<file path="config.mk">
export PLATFORM = sky130hd
export DESIGN_NAME = uart_irq_ctrl
export DESIGN_NICKNAME = d
export VERILOG_FILES = /design/src/core/uart_irq_pkg.sv /design/src/core/uart_irq_ctrl.sv
export SDC_FILE = /design/constraint.sdc
export NUM_CORES = 1
export LEC_CHECK = 0
export ABC_AREA = 0
export BUFFER_PORTS_ARGS = -buffer_cell sky130_fd_sc_hd__clkbuf_2
export CAP_MARGIN = 20
export CORE_MARGIN = 2
export CORE_UTILIZATION = 58
export DETAILED_ROUTE_END_ITERATION = 12
export HOLD_SLACK_MARGIN = 0.03
export PLACE_DENSITY = 0.85
export RECOVER_POWER = 25
export SKIP_CTS_REPAIR_TIMING = 1
export SKIP_LAST_GASP = 1
export SLEW_MARGIN = 20
export SYNTH_ARGS = -nofsm -noshare
export SYNTH_HDL_FRONTEND = slang
export SYNTH_SLANG_ARGS = --single-unit
</file>
<file path="constraint.sdc">
create_clock -name sys_clk_i -period 3.8 [get_ports sys_clk_i]
set_input_delay 0.38 -clock sys_clk_i [delete_from_list [all_inputs] [get_ports sys_clk_i]]
set_output_delay 0.38 -clock sys_clk_i [all_outputs]
set_load 0.01 [all_outputs]
</file>
<file path="src/core/uart_irq_pkg.sv">
// Purpose: constants for the channel interrupt and fifo control block
// Assumes: registers reached over a plain address/strobe port
// Notes:   offsets are local to this block
package uart_irq_pkg;
    // register offsets
    localparam logic [3:0] ADDR_ENABLE     = 4'h1;
    localparam logic [3:0] ADDR_STATUS_FC  = 4'h2;  // read status, write fifo control
    localparam logic [3:0] ADDR_LINE_STAT  = 4'h5;
    localparam logic [3:0] ADDR_MODEM_STAT = 4'h6;
    localparam logic [3:0] ADDR_FEATURE    = 4'h8;
    localparam logic [3:0] ADDR_ENHANCED   = 4'h9;
    localparam logic [3:0] ADDR_FLOW_CHAR  = 4'hc;
    localparam logic [3:0] ADDR_TX_LEVEL   = 4'ha;
    localparam logic [3:0] ADDR_TX_TRIG    = 4'hb;
    // enable register bits
    localparam int IE_TX    = 1;
    localparam int IE_LINE  = 2;
    localparam int IE_MODEM = 3;
    localparam int IE_XOFF  = 5;
    localparam int IE_RTS   = 6;
    localparam int IE_CTS   = 7;
    // fifo control bits
    localparam int FC_EN      = 0;
    localparam int FC_RXRST   = 1;
    localparam int FC_TXRST   = 2;
    localparam int FC_BLOCK   = 3;
    localparam int FC_TXTRG_L = 4;
    // feature / enhanced / modem control bits
    localparam int FT_HDX     = 5;
    localparam int FT_TBL_L   = 6;
    localparam int EF_ENH     = 4;
    localparam int EF_AUTORTS = 6;
    localparam int EF_AUTOCTS = 7;
    localparam int MC_DTRSEL  = 2;
    // status codes, bits 5:0
    localparam logic [5:0] CODE_LINE  = 6'h06;
    localparam logic [5:0] CODE_RX_READY_IRQ = 6'h04;
    localparam logic [5:0] CODE_RXTO  = 6'h0c;
    localparam logic [5:0] CODE_TX    = 6'h02;
    localparam logic [5:0] CODE_MODEM = 6'h00;
    localparam logic [5:0] CODE_CHAR  = 6'h10;
    localparam logic [5:0] CODE_PIN   = 6'h20;
    localparam logic [5:0] CODE_NONE  = 6'h01;
    // reset values
    localparam logic [7:0] RST_ZERO = 8'h00;
    // receive timeout: 4 characters plus 12 bit times, counted in bit ticks
    localparam int CHAR_BITS     = 10;
    localparam int TIMEOUT_BITS  = 4 * CHAR_BITS + 12;
    localparam logic [5:0] TIMEOUT_TICKS = 6'(TIMEOUT_BITS);
    // fifo depth
    localparam logic [6:0] FIFO_DEPTH = 7'h40;
endpackage

</file>
<file path="src/core/uart_irq_ctrl.sv">
// Purpose: interrupt enable, prioritised status and fifo control of one channel
// Assumes: all inputs synchronous to sys_clk_i; fifo levels supplied by the datapath
// Notes:   read data valid the cycle after rd_i; events are pulses from the datapath
//
// Decided for this implementation: the plain strobed port and the register offsets.
`timescale 1ns/1ps

// How it works
// - tx irq follows holding-empty or below-trigger
// - half-duplex: tx irq when fifo and shifter empty
// - receive error bits raise line irq immediately
// - modem status bits 0-3 raise modem irq
// - enable bits 7:5 need enhanced bit 4
// - selected rts/dtr rising edge interrupts
// - selected cts/dsr rising edge interrupts
// - status read shows highest pending source only
// - codes for priority levels one to four
// - codes for levels five to seven, none
// - receive timeout after 4 chars plus 12 bits
// - line, modem, pin, tx, char clear by a read; timeout when rx fifo empties
// - xon/xoff clear on read; special also next char
// - wake-up flag, cleared by global source read
// - bit 0 low when pending, high otherwise
// - status bits 4,5 need enhanced bit 4
// - status bits 7:6 mirror fifo enable
// - fifo control bits 7:1 ignored unless bit 0 set
// - fifo reset bits pulse once, self-clear
// - block-transfer bit stored, no effect
// - tx trigger select, enhanced bit 4 only
// - last written trigger table applies both ways
module uart_irq_ctrl (
    // clock and reset
    input  wire logic       sys_clk_i,
    input  wire logic       rstn_i,
    // register port
    input  wire logic [3:0] addr_i,
    input  wire logic [7:0] wdata_i,
    input  wire logic       wr_i,
    input  wire logic       rd_i,
    output logic      [7:0] rdata_o,
    // datapath state
    input  wire logic [4:1] line_err_i,
    input  wire logic       rx_char_i,
    input  wire logic       rx_data_rdy_i,
    input  wire logic [6:0] rx_level_i,
    input  wire logic [6:0] rx_trigger_i,
    input  wire logic       bit_tick_i,
    input  wire logic       tx_hold_empty_i,
    input  wire logic [6:0] tx_level_i,
    input  wire logic       tx_shift_empty_i,
    input  wire logic [3:0] modem_delta_i,
    input  wire logic       rts_dtr_sel_i,
    input  wire logic       cts_dsr_sel_i,
    input  wire logic       xon_det_i,
    input  wire logic       xoff_det_i,
    input  wire logic       special_det_i,
    input  wire logic       wake_i,
    input  wire logic       global_src_rd_i,
    input  wire logic [7:0] modem_control_i,
    // fifo control outputs
    output logic            fifo_en_o,
    output logic            rx_fifo_rst_o,
    output logic            tx_fifo_rst_o,
    output logic            block_mode_o,
    output logic      [1:0] trig_table_o,
    output logic      [1:0] tx_trig_sel_o,
    // interrupt outputs
    output logic            chan_irq_o,
    output logic            wake_flag_o
);

    // software registers
    logic [7:0] interrupt_enable;
    logic [7:0] feature_control;
    logic [7:0] enhanced_feature;
    logic [7:0] tx_trigger_prog;
    logic [1:0] flow_char_indicator;
    logic       dtr_sel;

    // pending flags
    logic       line_pend;
    logic       modem_pend;
    logic       tx_pend;
    logic       char_pend;
    logic       pin_pend;
    logic       to_pend;
    logic xonoff_kind;
    logic rts_q, cts_q;
    logic [5:0] to_cnt;
    logic       tx_reloaded_over;
    logic [6:0] tx_trigger;
    logic [5:0] next_code;
    logic       enh;

    // decoded accesses
    logic       wr_en;
    logic       wr_fc;
    logic       wr_feat;
    logic       wr_enh;
    logic       wr_trg;
    logic rd_status, rd_line, rd_modem, rd_flow;

    assign wr_en     = wr_i && addr_i == uart_irq_pkg::ADDR_ENABLE;
    assign wr_fc     = wr_i && addr_i == uart_irq_pkg::ADDR_STATUS_FC;
    assign wr_feat   = wr_i && addr_i == uart_irq_pkg::ADDR_FEATURE;
    assign wr_enh    = wr_i && addr_i == uart_irq_pkg::ADDR_ENHANCED;
    assign wr_trg    = wr_i && addr_i == uart_irq_pkg::ADDR_TX_TRIG;
    assign rd_status = rd_i && addr_i == uart_irq_pkg::ADDR_STATUS_FC;
    assign rd_line   = rd_i && addr_i == uart_irq_pkg::ADDR_LINE_STAT;
    assign rd_modem  = rd_i && addr_i == uart_irq_pkg::ADDR_MODEM_STAT;
    assign rd_flow   = rd_i && addr_i == uart_irq_pkg::ADDR_FLOW_CHAR;
    assign enh       = enhanced_feature[uart_irq_pkg::EF_ENH];
    assign dtr_sel   = modem_control_i[uart_irq_pkg::MC_DTRSEL];

    // enable, feature and enhanced registers
    always_ff @(posedge sys_clk_i) begin
        if (!rstn_i) begin
            interrupt_enable <= uart_irq_pkg::RST_ZERO;
            feature_control  <= uart_irq_pkg::RST_ZERO;
            enhanced_feature <= uart_irq_pkg::RST_ZERO;
            tx_trigger_prog  <= uart_irq_pkg::RST_ZERO;
        end else begin
            if (wr_en) begin
                // bit 4 reserved; upper bits only with enhanced on
                interrupt_enable[3:0] <= wdata_i[3:0];
                interrupt_enable[4]   <= 1'b0;
                if (enh) begin
                    interrupt_enable[7:5] <= wdata_i[7:5];
                end
            end
            if (wr_feat) begin
                feature_control <= wdata_i;
            end
            if (wr_enh) begin
                enhanced_feature <= wdata_i;
            end
            if (wr_trg) begin
                tx_trigger_prog <= wdata_i;
            end
        end
    end

    // fifo control register; write-only, reset bits pulse one cycle
    always_ff @(posedge sys_clk_i) begin
        if (!rstn_i) begin
            fifo_en_o     <= 1'b0;
            rx_fifo_rst_o <= 1'b0;
            tx_fifo_rst_o <= 1'b0;
            block_mode_o  <= 1'b0;
            tx_trig_sel_o <= 2'h0;
            trig_table_o  <= 2'h0;
        end else begin
            rx_fifo_rst_o <= 1'b0;
            tx_fifo_rst_o <= 1'b0;
            if (wr_feat) begin
                trig_table_o <= wdata_i[uart_irq_pkg::FT_TBL_L +: 2];
            end
            if (wr_fc) begin
                fifo_en_o <= wdata_i[uart_irq_pkg::FC_EN];
                if (wdata_i[uart_irq_pkg::FC_EN]) begin
                    rx_fifo_rst_o <= wdata_i[uart_irq_pkg::FC_RXRST];
                    tx_fifo_rst_o <= wdata_i[uart_irq_pkg::FC_TXRST];
                    block_mode_o  <= wdata_i[uart_irq_pkg::FC_BLOCK];
                    if (enh) begin
                        tx_trig_sel_o <= wdata_i[uart_irq_pkg::FC_TXTRG_L +: 2];
                        trig_table_o  <= feature_control[uart_irq_pkg::FT_TBL_L +: 2];
                    end
                end
            end
        end
    end

    // transmit trigger from the shared table
    always_comb begin
        case ({trig_table_o, tx_trig_sel_o})
            4'h4:    tx_trigger = 7'd16;
            4'h5:    tx_trigger = 7'd8;
            4'h6:    tx_trigger = 7'd24;
            4'h7:    tx_trigger = 7'd30;
            4'h8:    tx_trigger = 7'd8;
            4'h9:    tx_trigger = 7'd16;
            4'ha:    tx_trigger = 7'd32;
            4'hb:    tx_trigger = 7'd56;
            4'hc, 4'hd, 4'he, 4'hf: tx_trigger = tx_trigger_prog[6:0];
            default: tx_trigger = 7'd1;
        endcase
    end

    // remembers whether the last reload pushed the fifo past the trigger
    always_ff @(posedge sys_clk_i) begin
        if (!rstn_i) begin
            tx_reloaded_over <= 1'b0;
        end else if (tx_level_i > tx_trigger) begin
            tx_reloaded_over <= 1'b1;
        end else if (tx_level_i == 7'h00) begin
            tx_reloaded_over <= 1'b0;
        end
    end

    // transmit ready: rising edge, set wins over the status-read clear
    logic tx_cond;
    always_comb begin
        if (feature_control[uart_irq_pkg::FT_HDX]) begin
            tx_cond = tx_hold_empty_i && tx_shift_empty_i && tx_level_i == 7'h00;
        end else if (fifo_en_o) begin
            tx_cond = (tx_reloaded_over && tx_level_i < tx_trigger) || tx_level_i == 7'h00;
        end else begin
            tx_cond = tx_hold_empty_i;
        end
    end
    logic tx_cond_q;
    always_ff @(posedge sys_clk_i) begin
        if (!rstn_i) begin
            tx_cond_q <= 1'b1;
            tx_pend   <= 1'b0;
        end else begin
            tx_cond_q <= tx_cond;
            if (tx_cond && !tx_cond_q) begin
                tx_pend <= 1'b1;
            end else if (rd_status && next_code == uart_irq_pkg::CODE_TX) begin
                tx_pend <= 1'b0;
            end
        end
    end

    // line status and modem status flags
    always_ff @(posedge sys_clk_i) begin
        if (!rstn_i) begin
            line_pend  <= 1'b0;
            modem_pend <= 1'b0;
        end else begin
            if (rx_char_i && |line_err_i) begin
                line_pend <= 1'b1;
            end else if (rd_line) begin
                line_pend <= 1'b0;
            end
            if (|modem_delta_i) begin
                modem_pend <= 1'b1;
            end else if (rd_modem) begin
                modem_pend <= 1'b0;
            end
        end
    end

    // flow-control pin rising edges on the rts_dtr_sel_i and cts_dsr_sel_i inputs as given
    logic rts_now, cts_now, rts_rise, cts_rise;
    assign rts_now  = rts_dtr_sel_i;
    assign cts_now  = cts_dsr_sel_i;
    assign rts_rise = rts_now && !rts_q && enhanced_feature[uart_irq_pkg::EF_AUTORTS];
    assign cts_rise = cts_now && !cts_q && enhanced_feature[uart_irq_pkg::EF_AUTOCTS];
    always_ff @(posedge sys_clk_i) begin
        if (!rstn_i) begin
            rts_q    <= 1'b0;
            cts_q    <= 1'b0;
            pin_pend <= 1'b0;
        end else begin
            rts_q <= rts_now;
            cts_q <= cts_now;
            if ((rts_rise && interrupt_enable[uart_irq_pkg::IE_RTS])
                || (cts_rise && interrupt_enable[uart_irq_pkg::IE_CTS])) begin
                pin_pend <= 1'b1;
            end else if (rd_modem) begin
                pin_pend <= 1'b0;
            end
        end
    end

    // xon/xoff/special character flag and last-seen indicator
    always_ff @(posedge sys_clk_i) begin
        if (!rstn_i) begin
            char_pend           <= 1'b0;
            xonoff_kind         <= 1'b0;
            flow_char_indicator <= 2'h0;
        end else begin
            if (xon_det_i || xoff_det_i) begin
                char_pend           <= 1'b1;
                xonoff_kind         <= 1'b1;
                flow_char_indicator <= {xon_det_i, xoff_det_i};
            end else if (special_det_i) begin
                char_pend   <= 1'b1;
                xonoff_kind <= 1'b0;
            end else if (rd_status && next_code == uart_irq_pkg::CODE_CHAR) begin
                char_pend <= 1'b0;
            end else if (rx_char_i && !xonoff_kind) begin
                char_pend <= 1'b0;
            end else if (rd_flow) begin
                flow_char_indicator <= 2'h0; // self-clears after read
            end
        end
    end

    // receive timeout counter in bit ticks
    always_ff @(posedge sys_clk_i) begin
        if (!rstn_i) begin
            to_cnt  <= 6'h00;
            to_pend <= 1'b0;
        end else begin
            if (rx_char_i || rd_line || rx_level_i == 7'h00 || rx_level_i >= rx_trigger_i) begin
                to_cnt <= 6'h00;
            end else if (bit_tick_i && to_cnt != uart_irq_pkg::TIMEOUT_TICKS) begin
                to_cnt <= to_cnt + 6'h01;
            end
            if (fifo_en_o && to_cnt == uart_irq_pkg::TIMEOUT_TICKS - 6'h01 && bit_tick_i
                && rx_level_i != 7'h00 && rx_level_i < rx_trigger_i) begin
                to_pend <= 1'b1;
            end else if (rx_level_i == 7'h00) begin
                to_pend <= 1'b0;
            end
        end
    end

    // wake-up indicator, cleared by the global source read
    always_ff @(posedge sys_clk_i) begin
        if (!rstn_i) begin
            wake_flag_o <= 1'b0;
        end else if (wake_i) begin
            wake_flag_o <= 1'b1;
        end else if (global_src_rd_i) begin
            wake_flag_o <= 1'b0;
        end
    end

    // priority encoder over enabled pending sources
    logic rx_ready_irq_lvl;
    assign rx_ready_irq_lvl = interrupt_enable[0] && (fifo_en_o ? rx_level_i >= rx_trigger_i : rx_data_rdy_i);
    always_comb begin
        if (interrupt_enable[uart_irq_pkg::IE_LINE] && line_pend) begin
            next_code = uart_irq_pkg::CODE_LINE;
        end else if (rx_ready_irq_lvl) begin
            next_code = uart_irq_pkg::CODE_RX_READY_IRQ;
        end else if (interrupt_enable[0] && to_pend) begin
            next_code = uart_irq_pkg::CODE_RXTO;
        end else if (interrupt_enable[uart_irq_pkg::IE_TX] && tx_pend) begin
            next_code = uart_irq_pkg::CODE_TX;
        end else if (interrupt_enable[uart_irq_pkg::IE_MODEM] && modem_pend) begin
            next_code = uart_irq_pkg::CODE_MODEM;
        end else if (enh && interrupt_enable[uart_irq_pkg::IE_XOFF] && char_pend) begin
            next_code = uart_irq_pkg::CODE_CHAR;
        end else if (enh && pin_pend) begin
            next_code = uart_irq_pkg::CODE_PIN;
        end else begin
            next_code = uart_irq_pkg::CODE_NONE;
        end
    end

    // channel interrupt request
    always_ff @(posedge sys_clk_i) begin
        if (!rstn_i) begin
            chan_irq_o <= 1'b0;
        end else begin
            chan_irq_o <= next_code != uart_irq_pkg::CODE_NONE;
        end
    end

    // read data, one cycle after the strobe; unmapped reads as zero
    always_ff @(posedge sys_clk_i) begin
        if (!rstn_i) begin
            rdata_o <= uart_irq_pkg::RST_ZERO;
        end else if (rd_i) begin
            case (addr_i)
                uart_irq_pkg::ADDR_ENABLE:    rdata_o <= interrupt_enable;
                uart_irq_pkg::ADDR_STATUS_FC: rdata_o <= {{2{fifo_en_o}}, next_code};
                uart_irq_pkg::ADDR_FEATURE:   rdata_o <= feature_control;
                uart_irq_pkg::ADDR_ENHANCED:  rdata_o <= enhanced_feature;
                uart_irq_pkg::ADDR_FLOW_CHAR: rdata_o <= {6'h00, flow_char_indicator};
                uart_irq_pkg::ADDR_TX_LEVEL:  rdata_o <= {1'b0, tx_level_i};
                default:                      rdata_o <= uart_irq_pkg::RST_ZERO;
            endcase
        end else begin
            rdata_o <= uart_irq_pkg::RST_ZERO;
        end
    end

endmodule

</file>
# After elaboration in Yosys (flattened, before gate mapping)
# Index checks and enable logic that the tools add are counted.
op_classes:
  magnitude_cmp: 4
  addsub: 1
  eq_ne: 29
  n_mux: 40
  n_reduce_logical: 71
  bitwise: 1
op_table:
  columns: ["operator", "n"]
  rows:
  - ["$eq A4 B4 Y1 const B", 13]
  - ["$pmux W7 S7", 1]
  - ["$pmux W8 S6", 1]
  - ["$mux W6", 7]
  - ["$logic_and A1 B1 Y1", 36]
  - ["$eq A4 B3 Y1 const B", 6]
  - ["$mux W1", 22]
  - ["$mux W2", 9]
  - ["$reduce_bool A2 Y1", 9]
  - ["$logic_not A7 Y1", 2]
  - ["$lt A7 B7 Y1", 2]
  - ["$reduce_or A4 Y1", 3]
  - ["$ge A7 B7 Y1", 1]
  - ["$gt A7 B7 Y1", 1]
  - ["$reduce_bool A7 Y1", 1]
  - ["$add A6 B1 Y6 const B", 1]
  - ["$eq A6 B2 Y1 const B", 1]
  - ["$eq A6 B5 Y1 const B", 1]
  - ["$eq A6 B6 Y1 const B", 1]
  - ["$logic_or A1 B1 Y1", 6]
  - ["$ne A6 B1 Y1 const B", 1]
  - ["$ne A6 B6 Y1 const B", 1]
  - ["$reduce_and A2 Y1", 3]
  - ["$reduce_and A3 Y1", 2]
  - ["other kinds (9)", 15]
word_totals:
  reg_bits: 67
  out_inout_bits: 18
  wordCells: 173

# Depth between registers and ports, before layout
# Gate-level depths: netlist of run 1.
logic_depth:
  depth_word: 13
  ltp_mapped: 10
  ltp_nobuf: 9

# Least setup slack after synthesis of run 1
# Ideal clock, no wire load.
synth_timing:
  kind: "reg-to-reg"
  startpoint: "register trig_table_o[1]"
  endpoint: "register tx_cond_q"
  required_time_ps: 3726
  path_stages_with_launch: 11
  arrival_time_ps: 2066
  setup_time_ps: 74
  path_buffers: 1
  path_slack_ps: 1660
  cell_sequence: "dfxtp_1 > clkbuf_1 > nand2_1 > nand2_1 > nand2_1 > ha_1 > nor2b_1 > o21a_1 > o21a_1 > o311a_1 > o21ai_0"
synth_between:
  elab_chain_cells: 8
  elab_cells_between_ends: 21
synth_lines:
  columns: ["item", "line_no", "text"]
  rows:
  - ["start, declared", "uart_irq_ctrl.sv:65", "output logic [1:0] trig_table_o,"]
  - ["start signal, assigned", "uart_irq_ctrl.sv:156", "trig_table_o <= wdata_i[uart_irq_pkg::FT_TBL_L +: 2];"]
  - ["start signal, assigned", "uart_irq_ctrl.sv:166", "trig_table_o <= feature_control[uart_irq_pkg::FT_TBL_L +: 2];"]
  - ["$eq A4 B4 Y1 or $eq A4 B3 Y1 (tied branches)", "uart_irq_ctrl.sv:175", "case ({trig_table_o, tx_trig_sel_o})"]
  - ["$reduce_or A4 Y1 or $reduce_or A2 Y1 (tied branches)", null, null]
  - ["$pmux W7 S7 *", "uart_irq_ctrl.sv:175", null]
  - ["$lt A7 B7 Y1 *", "uart_irq_ctrl.sv:206", "tx_cond = (tx_reloaded_over && tx_level_i < tx_trigger) || tx_level_i == 7'h00;"]
  - ["$logic_and A1 B1 Y1 *", "uart_irq_ctrl.sv:206", null]
  - ["$logic_or A1 B1 Y1 *", "uart_irq_ctrl.sv:206", null]
  - ["$mux W1 *", "uart_irq_ctrl.sv:205", "end else if (fifo_en_o) begin"]
  - ["$mux W1 *", "uart_irq_ctrl.sv:203", "if (feature_control[uart_irq_pkg::FT_HDX]) begin"]
  - ["end signal, assigned", "uart_irq_ctrl.sv:217", "tx_cond_q <= tx_cond;"]
  - ["end, declared", "uart_irq_ctrl.sv:211", "logic tx_cond_q;"]
# Mark *: on every way between the ends. The rest lies on a longest branch, timed or not.
# A chain may end at the register's enable or synchronous reset.

# Worst setup path after layout of run 1
# Same ends and word-level chain as after synthesis.

==> flow_summary.toml, run 1 <==
[sta]
slew_headroom_pct = -23.6
fin_ws_ps = 1470
setup_viol = 0
clock.fmax_ghz = 0.430
fin_crit_ps = 2330
hold_viol = 0
fin_crit_sh_pct = 61.2
tns_ps = 0
tightest_slew_ps = 1850
clock_skew_ps = 10.2
slew_violations = 45
rsz0062_at_grt = "false"

[final_layout]
layout_commonest_cell = "dfxtp_1"
final_nets = 567
diodes = 0
stdcell_area_um2 = 4200
fill_cells = 498
drive_above_1_share_pct = 17.7
regArea_um2 = 1340
multi_input_area_um2 = 2110
syn2layout_area_growth_pct = 16.4
final_cell_mix = "dfxtp_1, clkbuf_2, nor2_1, mux2i_1, nand2_1"

[synth]
syn-num-nets = 501
synth_cell_types = 62
synth_edf_count = 0
synth.avg_cell_area_um2 = 8.59
synth_top_area_cell = "dfxtp_1"
synth.area.top_cells = "dfxtp_1, mux2i_1, nor2_1, ha_1, nand2_1"
async_flop_share_pct = 0
syn_area_um2 = 3610
syn-instance-count = 420
ys_ff_latch = 67
synth-main-ff-cell = "dfxtp_1"
seq_area_frac_synth_pct = 37.2
ys.warnings.count = 0
synth_top_area_share_pct = 37.2

[floorplan]
dieArea_um2 = 6870
io_pins = 83
die_w_um = 82.9
initial_utilization_pct = 60.6
fp.coreArea_um2 = 5960
die_y_um = 82.9
rows = 28

[setup_path]
critPathKind = "flip-flop to flip-flop"
r2r-start = "trig_table_o[1]$_SDFF_PN0_"
worstSetupEndpointType = "flip-flop"
worstPathMaxFanout = 14
crit_required_ps = 4080
startpoint = "trig_table_o[1]$_SDFF_PN0_"
cp_data_arrival_time_ps = 2610
r2r_end = "tx_cond_q$_SDFF_PN1_"
critPathLaunchType = "flip-flop"
rrSetupSlack_ps = 1470
reg2reg_depth = 9

[hold_path]
whs_path_depth = 3
hold_path_class = "input pin to flip-flop"
holdPathEnd = "wake_flag_o$_SDFFE_PN0P_"
min_from = "wake_i"

[status]
status = "finished, violations left"
violations = "max-capacitance violations, max-slew violations"

[power]
p_sw_share_pct = 24.8
irDropWorstVdd_mv = 0.282
share_comb_of_total_power_pct = 10.4
internal-power_w = 0.00119
p_seq_share_pct = 45.9
power.total_w = 0.00158
p_sw_w = 0.000392
powerDensity_nw_per_um2 = 377
p_leak_nw = 1.79
p_clk_share_pct = 43.7

[cts]
cts_buffers = 9
cts_root_buf = "clkbuf_8"
cts_tree = "yes"
path_clk_slew_ps = 80
clk_latency_ps = 350
cts_buffer_depth = 2
htree_levels = 3
cts_sinks = 67

[placed_design]
io_buffers = 74
post-dp-hpwl_um = 6750
globalplace.congestion = 0.929
dp_slack_ps = 1480
dpl_cell_area_um2 = 3990

[route]
wl_um = 9260
drc = 0
first_pass_iters = 5
routedWlPerCell_um = 16.4
ant_nets = 0
vias_per_cell = 5.94
vias = 3362
drtIter0Drc = 253

[global_routing]
use_met1_pct = 33.9
grt_busiest_layer = "met2"
first_global_vias = 3167
grt_pass1_wl_um = 14900
use_met2_pct = 44.3
antenna_found_initial = 0
grt.overflow.total = 0
grt_use_met3_pct = 7.65
grt_util_all_layers_pct = 27.0
grt_max_degree = 45

[job]
cap_violations = 1
-- synthesized netlist by cell type (all sizes together), types with 6 or more instances --
master	number
a21oi	27
nand3	12
o21ai	16
ha	16
nand4	7
nor2b	8
inv	17
nor3	7
clkbuf	14
nand2	38
dfxtp	67
buf	6
nor2	55
and3	6
mux2i	39
-- cells by family (layout without fill, tap and decap cells) --
group	after synthesis	count (layout)	synth area share, %
adder cells (fa/ha/maj)	16	16	5.55
AO/OA/AOI/OAI	84	84	15.8
XOR/XNOR	6	6	1.66
multiplexers	41	41	11.4
buffers and inverters	38	109	4.40
flip-flops	67	67	37.2
AND/OR/NAND/NOR	168	168	24.0
-- sequential cells by signal (all words and copies together), names as in the netlist, 2 cells and up --
signal,flops
interrupt_enable,7
feature_control,8
trig_table_o,2
tx_trig_sel_o,2
to_cnt,6
enhanced_feature,8
flow_char_indicator,2
rdata_o,8
tx_trigger_prog,7
-- critical path: stages (launching register included) --
cell	delay, ps
dfxtp_1	600
nor2b_1	190
a211oi_1	60
nor2_1	100
o21ai_0	120
ha_1	310
and4_1	220
o21a_1	120
o311a_1	370
o21ai_0	160
-- cell type report --
| type | count | share of cell area, % |
|---|---|---|
| clock inverters | 5 | 2.03 |
| clock buffers | 11 | 3.60 |
| well taps | 75 | 2.23 |
| inverters | 18 | 1.61 |
| multi-input cells | 315 | 50.2 |
| flip-flops and latches | 67 | 31.9 |
| repair buffers | 75 | 8.43 |
-- worst max path at each step --
stage / endpoint / slack [ps] / depth (start not counted)
after floorplan: tx_cond_q$_SDFF_PN1_ / 1660 / 10
after global placement: chan_irq_o$_SDFF_PN0_ / 1530 / 7
final: tx_cond_q$_SDFF_PN1_ / 1470 / 9
after global routing: tx_pend$_SDFFE_PN0P_ / 1210 / 5
after CTS: tx_cond_q$_SDFF_PN1_ / 1500 / 9
after detailed placement: trig_table_o[1]$_SDFF_PN0_ / 1480 / 6
-- routing by layer --
layer | wire length [um] | share of wire [%]
met5 | 0 | 0
met4 | 211 | 2.3
met3 | 675 | 7.3
met2 | 4380 | 47
met1 | 3990 | 43
-- per-stage QoR --
stage	cells	hold WS [ps]	utilization (%)
finish	566	228	70.5
global route	566	240	70.5
CTS	566	226	70.9
detailed placement	550	451	67.0
global placement	550	444	67.0
floorplan	420	432	-
-- power groups by stage --
stage               sequential, W  combinational (W)  clock (W)
global placement         0.000741           0.000156          0
floorplan                0.000738          0.0000992          0
finish                   0.000726           0.000165   0.000691
global route             0.000727           0.000182   0.000727
CTS                      0.000726           0.000165   0.000696
detailed placement       0.000742           0.000163          0
Power figures use the tool's default switching activity.
==> run 2: changes to the inputs <==
- ABC_AREA: 0 -> 1
- CORE_UTILIZATION: 58 -> 48
- PLACE_DENSITY: 0.85 -> 0.76
- clock period: 3.8 -> 2.09 ns (I/O delays scaled with it)
==> flow_summary.toml, run 2 <==
[status]
status = "finished, final reports clean"

[sta]
fin_crit_sh_pct = 92.5
rsz0062_at_grt = "false"
clock.fmax_ghz = 0.517
fin_crit_ps = 1930
clock_skew_ps = 7.65
tns_ps = 0
slew_violations = 0
setup_viol = 0
hold_viol = 0
slew_headroom_pct = 9.47
hold_slack_ps = 63.4
tightest_slew_ps = 1360

[final_layout]
fill_cells = 655
finish.utilization_pct = 58.6
drive_above_1_share_pct = 19.6
final_nets = 623
fin_cells = 625
final_cell_mix = "nand2_1, inv_1, clkbuf_2, dfxtp_1, a21oi_1"
syn2layout_area_growth_pct = 19.3
diodes = 0
largestRegisters = "enhanced_feature (8), feature_control (8), rdata_o (8)"
layout_commonest_cell = "nand2_1"

[global_routing]
first_global_vias = 3140
grt_util_all_layers_pct = 24.4
grt_max_degree = 39
grt.overflow.total = 0
grt_pass1_wl_um = 14300
antenna_found_initial = 0

[synth]
seq_area_frac_synth_pct = 40.4
ys_ff_latch = 67
synth_top_family_by_area = "simple AND/OR/NAND/NOR gates"
ys.warnings.count = 0
synth_compound_area_share_pct = 20.4
synth.avg_cell_area_um2 = 7.23
synth_cell_types = 34
synth-main-ff-cell = "dfxtp_1"
synth_edf_count = 0
synth_top_area_share_pct = 40.4
synth_fa_ha_area_share_pct = 6.03
synthMuxAreaShare_pct = 0
synthXorXnorAreaFrac_pct = 0.264
post-synth-top-count-cell = "nand2_1"
syn-instance-count = 459
async_flop_share_pct = 0
synth_top_area_cell = "dfxtp_1"
syn-num-nets = 540
synth.area.top_cells = "dfxtp_1, nand2_1, inv_1, a21oi_1, o21ai_0"
synth-simple-area-share_pct = 23.8
syn_area_um2 = 3320
synthTopCellsByCount = "nand2_1, inv_1, dfxtp_1"

[route]
first_pass_iters = 5
ant_nets = 0
drc = 0
wl_um = 8730
routedWlPerCell_um = 14.0
vias = 3362
drtIter0Drc = 252
vias_per_cell = 5.38

[floorplan]
dieArea_um2 = 7600
die_w_um = 87.2
die_y_um = 87.2
fp.coreArea_um2 = 6760
rows = 30
io_pins = 83
initial_utilization_pct = 49.1

[setup_path]
slowest_stage = "dfxtp_2"
critPathLaunchType = "flip-flop"
worstPathMaxFanout = 4
critPathMaxStageDelay_ps = 340
worstSetupEndpointType = "flip-flop"
critPathKind = "flip-flop to flip-flop"
cp_data_arrival_time_ps = 2210
crit_required_ps = 2360
cp_cell_sequence = "inv_1 > nor2_1 > a221oi_2 > ha_1 > a21oi_1 > o21a_1 > nand3_1 > nand3_1 > nand2_1 > a21o_1 > a21oi_1"

[placed_design]
post-dp-hpwl_um = 6860
placed_cells = 611
io_buffers = 74
globalplace.congestion = 0.884

[job]
cap_violations = 0

[cts]
cts_root_buf = "clkbuf_8"
cts_tree = "yes"
clk_latency_ps = 340
cts_sinks = 67
path_clk_slew_ps = 70
cts_buffers = 9
htree_levels = 3
cts_buffer_depth = 2

[power]
p_leak_nw = 1.80
power.total_w = 0.00253
irDropWorstVdd_mv = 0.686
powerDensity_nw_per_um2 = 638

[hold_path]
hold_path_class = "input pin to flip-flop"
[run 2: cell types whose count changed after synthesis, sizes merged, moves of 5 or more]
cell and change:
mux2i -39, nand3 +11, nand2 +36, o21ai +31
and3 -5, nor2b -8, a221oi +8, nand2b -5
a21oi +24, inv +56, clkbuf -10
[run 2: cell type report]
class	instances	area, um2	area share, %
tap	80	100	2.53
clock inverter	3	15.0	0.379
multi-input combinational	312	1690	42.6
sequential	67	1350	34.0
timing repair buffer	78	385	9.73
inverter	74	278	7.01
clock buffer	11	151	3.82
[run 2: final timing paths]
check / start / endpoint / slack (ps) / cells after the start
setup / recovery: trig_table_o[0]$_SDFF_PN0_ / tx_pend$_SDFFE_PN0P_ / 160 / 11
hold / removal: cts_dsr_sel_i / cts_q$_SDFF_PN0_ / 60 / 3
setup reg to reg: trig_table_o[0]$_SDFF_PN0_ / tx_pend$_SDFFE_PN0P_ / 160 / 11
hold reg to reg: xonoff_kind$_SDFFE_PN0P_ / xonoff_kind$_SDFFE_PN0P_ / 460 / 2
[run 2: per-stage QoR]
step	worst slack, ps	instance area (um2)
after floorplan	268	3320
after global placement	161	3790
after detailed placement	52.5	3790
after CTS	45.5	3960
after global routing	32.2	3960
final	156	3960
[run 2: cells by family after synthesis]
kind of cell / after synthesis
xor+xnor: 1
flops: 67
simple gates: 174
compound gates: 121
buf+inv: 80
fa+ha+maj: 16
[run 2: worst max-delay path, delay by kind of cell (launching register included)]
family	cells	cell delay [ps]
compound gates	5	790
fa+ha+maj	1	300
buf+inv	1	120
flops	1	340
simple gates	4	320
[run 2: per-layer routing]
metal	wire (um)	GRT usage, %
met3	627	5.97
met5	0	0
met4	177	7.97
met2	4010	39.6
met1	3920	32.1
[run 2: power by group]
part | internal [W] | switching, W
clock | 0.000476 | 0.000463
sequential | 0.00131 | 0.0000182
combinational | 0.000104 | 0.000162
total | 0.00189 | 0.000643
==> run 3: changes to the inputs <==
- BUFFER_PORTS_ARGS: -buffer_cell sky130_fd_sc_hd__clkbuf_2 -> -buffer_cell sky130_fd_sc_hd__buf_2
==> flow_summary.toml, run 3 (synthesis results as in run 2) <==
[status]
status = "finished, final reports clean"

[floorplan]
io_pins = 83
dieArea_um2 = 7600
die_y_um = 87.2
fp.coreArea_um2 = 6760
rows = 30
die_w_um = 87.2
initial_utilization_pct = 49.1

[hold_path]
whs_path_depth = 3
hold_path_class = "input pin to flip-flop"

[final_layout]
layout_commonest_cell = "nand2_1"
final_nets = 622
fin_cells = 626
largestRegisters = "enhanced_feature (8), feature_control (8), rdata_o (8)"
fill_cells = 664
syn2layout_area_growth_pct = 20.2
final_cell_mix = "nand2_1, inv_1, dfxtp_1, buf_2, a21oi_1"
diodes = 0
drive_above_1_share_pct = 19.0

[global_routing]
antenna_found_initial = 0
grt_pass1_wl_um = 14200
first_global_vias = 3104
grt.overflow.total = 0
grt_util_all_layers_pct = 23.9
grt_max_degree = 39

[placed_design]
globalplace.congestion = 0.856
io_buffers = 74
post-dp-hpwl_um = 6690
placed_cells = 610

[sta]
slew_violations = 0
rsz0062_at_grt = "false"
slew_headroom_pct = 4.20
fin_crit_ps = 1910
clock_skew_ps = 6.93
setup_viol = 0
tns_ps = 0
fin_crit_sh_pct = 91.3
hold_viol = 0
tightest_slew_ps = 1440
clock.fmax_ghz = 0.524

[cts]
cts_buffer_depth = 2
cts_sinks = 67
clk_latency_ps = 350
cts_tree = "yes"
path_clk_slew_ps = 70
htree_levels = 3
cts_root_buf = "clkbuf_8"
cts_buffers = 9

[setup_path]
worstSetupEndpointType = "flip-flop"
worstPathMaxFanout = 4
critPathLaunchType = "flip-flop"
reg2reg_depth = 12
crit_required_ps = 2380
critPathKind = "flip-flop to flip-flop"
cp_data_arrival_time_ps = 2200

[power]
powerDensity_nw_per_um2 = 686
irDropWorstVdd_mv = 0.459
p_leak_nw = 1.80

[route]
ant_nets = 0
drc = 0
routedWlPerCell_um = 13.9
vias_per_cell = 5.36
vias = 3356
drtIter0Drc = 285
first_pass_iters = 5
wl_um = 8670

[job]
cap_violations = 0
-- run 3: path summary, 6_finish.rpt --
path | start | end | slack, ps
min | cts_dsr_sel_i | cts_q$_SDFF_PN0_ | 60
max | trig_table_o[0]$_SDFF_PN0_ | tx_pend$_SDFFE_PN0P_ | 180
min reg2reg | xonoff_kind$_SDFFE_PN0P_ | xonoff_kind$_SDFFE_PN0P_ | 460
max reg2reg | trig_table_o[0]$_SDFF_PN0_ | tx_pend$_SDFFE_PN0P_ | 180
-- run 3: worst max-delay path, cell delays in order, from the launching register on --
cell and delay, ps:
dfxtp_2 350, inv_1 90, nand2_1 110, nor2_1 60
a221oi_2 180, ha_1 280, a21oi_1 140, o21a_1 150
nand3_1 90, nand3_1 70, nand2_1 70, a21o_1 150
a21oi_1 110
-- run 3: where the power goes --
part	internal (W)	switching [W]	leakage (nW)	total, W
logic	0.000104	0.000163	1.15	0.000266
clock network	0.000663	0.000483	0.110	0.00115
registers	0.00131	0.0000180	0.546	0.00132
total	0.00207	0.000664	1.80	0.00274
-- run 3: layout make-up --
| type | instances | area, um2 | share of cell area (%) |
|---|---|---|---|
| Timing Repair Buffer | 77 | 377 | 9.43 |
| Sequential cell | 67 | 1340 | 33.7 |
| Multi-Input combinational cell | 312 | 1690 | 42.2 |
| Clock buffer | 10 | 128 | 3.20 |
| Clock inverter | 6 | 80.1 | 2.01 |
| Tap cell | 80 | 100 | 2.51 |
| Inverter | 74 | 278 | 6.96 |
-- run 3: per-layer routing --
layer	track usage (%)	share of wire, %	vias up	routed length, um
met5	0	0	-	0
met3	6.45	7.7	19	664
met4	7.83	2.0	0	176
met1	32.0	46	1495	3990
met2	37.5	44	142	3850
li1	-	-	1700	-
-- run 3: metrics by stage --
| step | utilization [%] | worst slack [ps] | power [W] | area [um2] | hold slack [ps] |
|---|---|---|---|---|---|
| after global routing | 59.1 | 26.5 | 0.00285 | 3990 | 63.1 |
| after global placement | 56.1 | 153 | 0.00161 | 3790 | 405 |
| after CTS | 59.1 | 104 | 0.00275 | 4000 | 50.9 |
| final | 59.1 | 182 | 0.00274 | 3990 | 55.0 |
| after floorplan | - | 268 | 0.00150 | 3320 | 302 |
| after detailed placement | 56.1 | 122 | 0.00162 | 3790 | 411 |
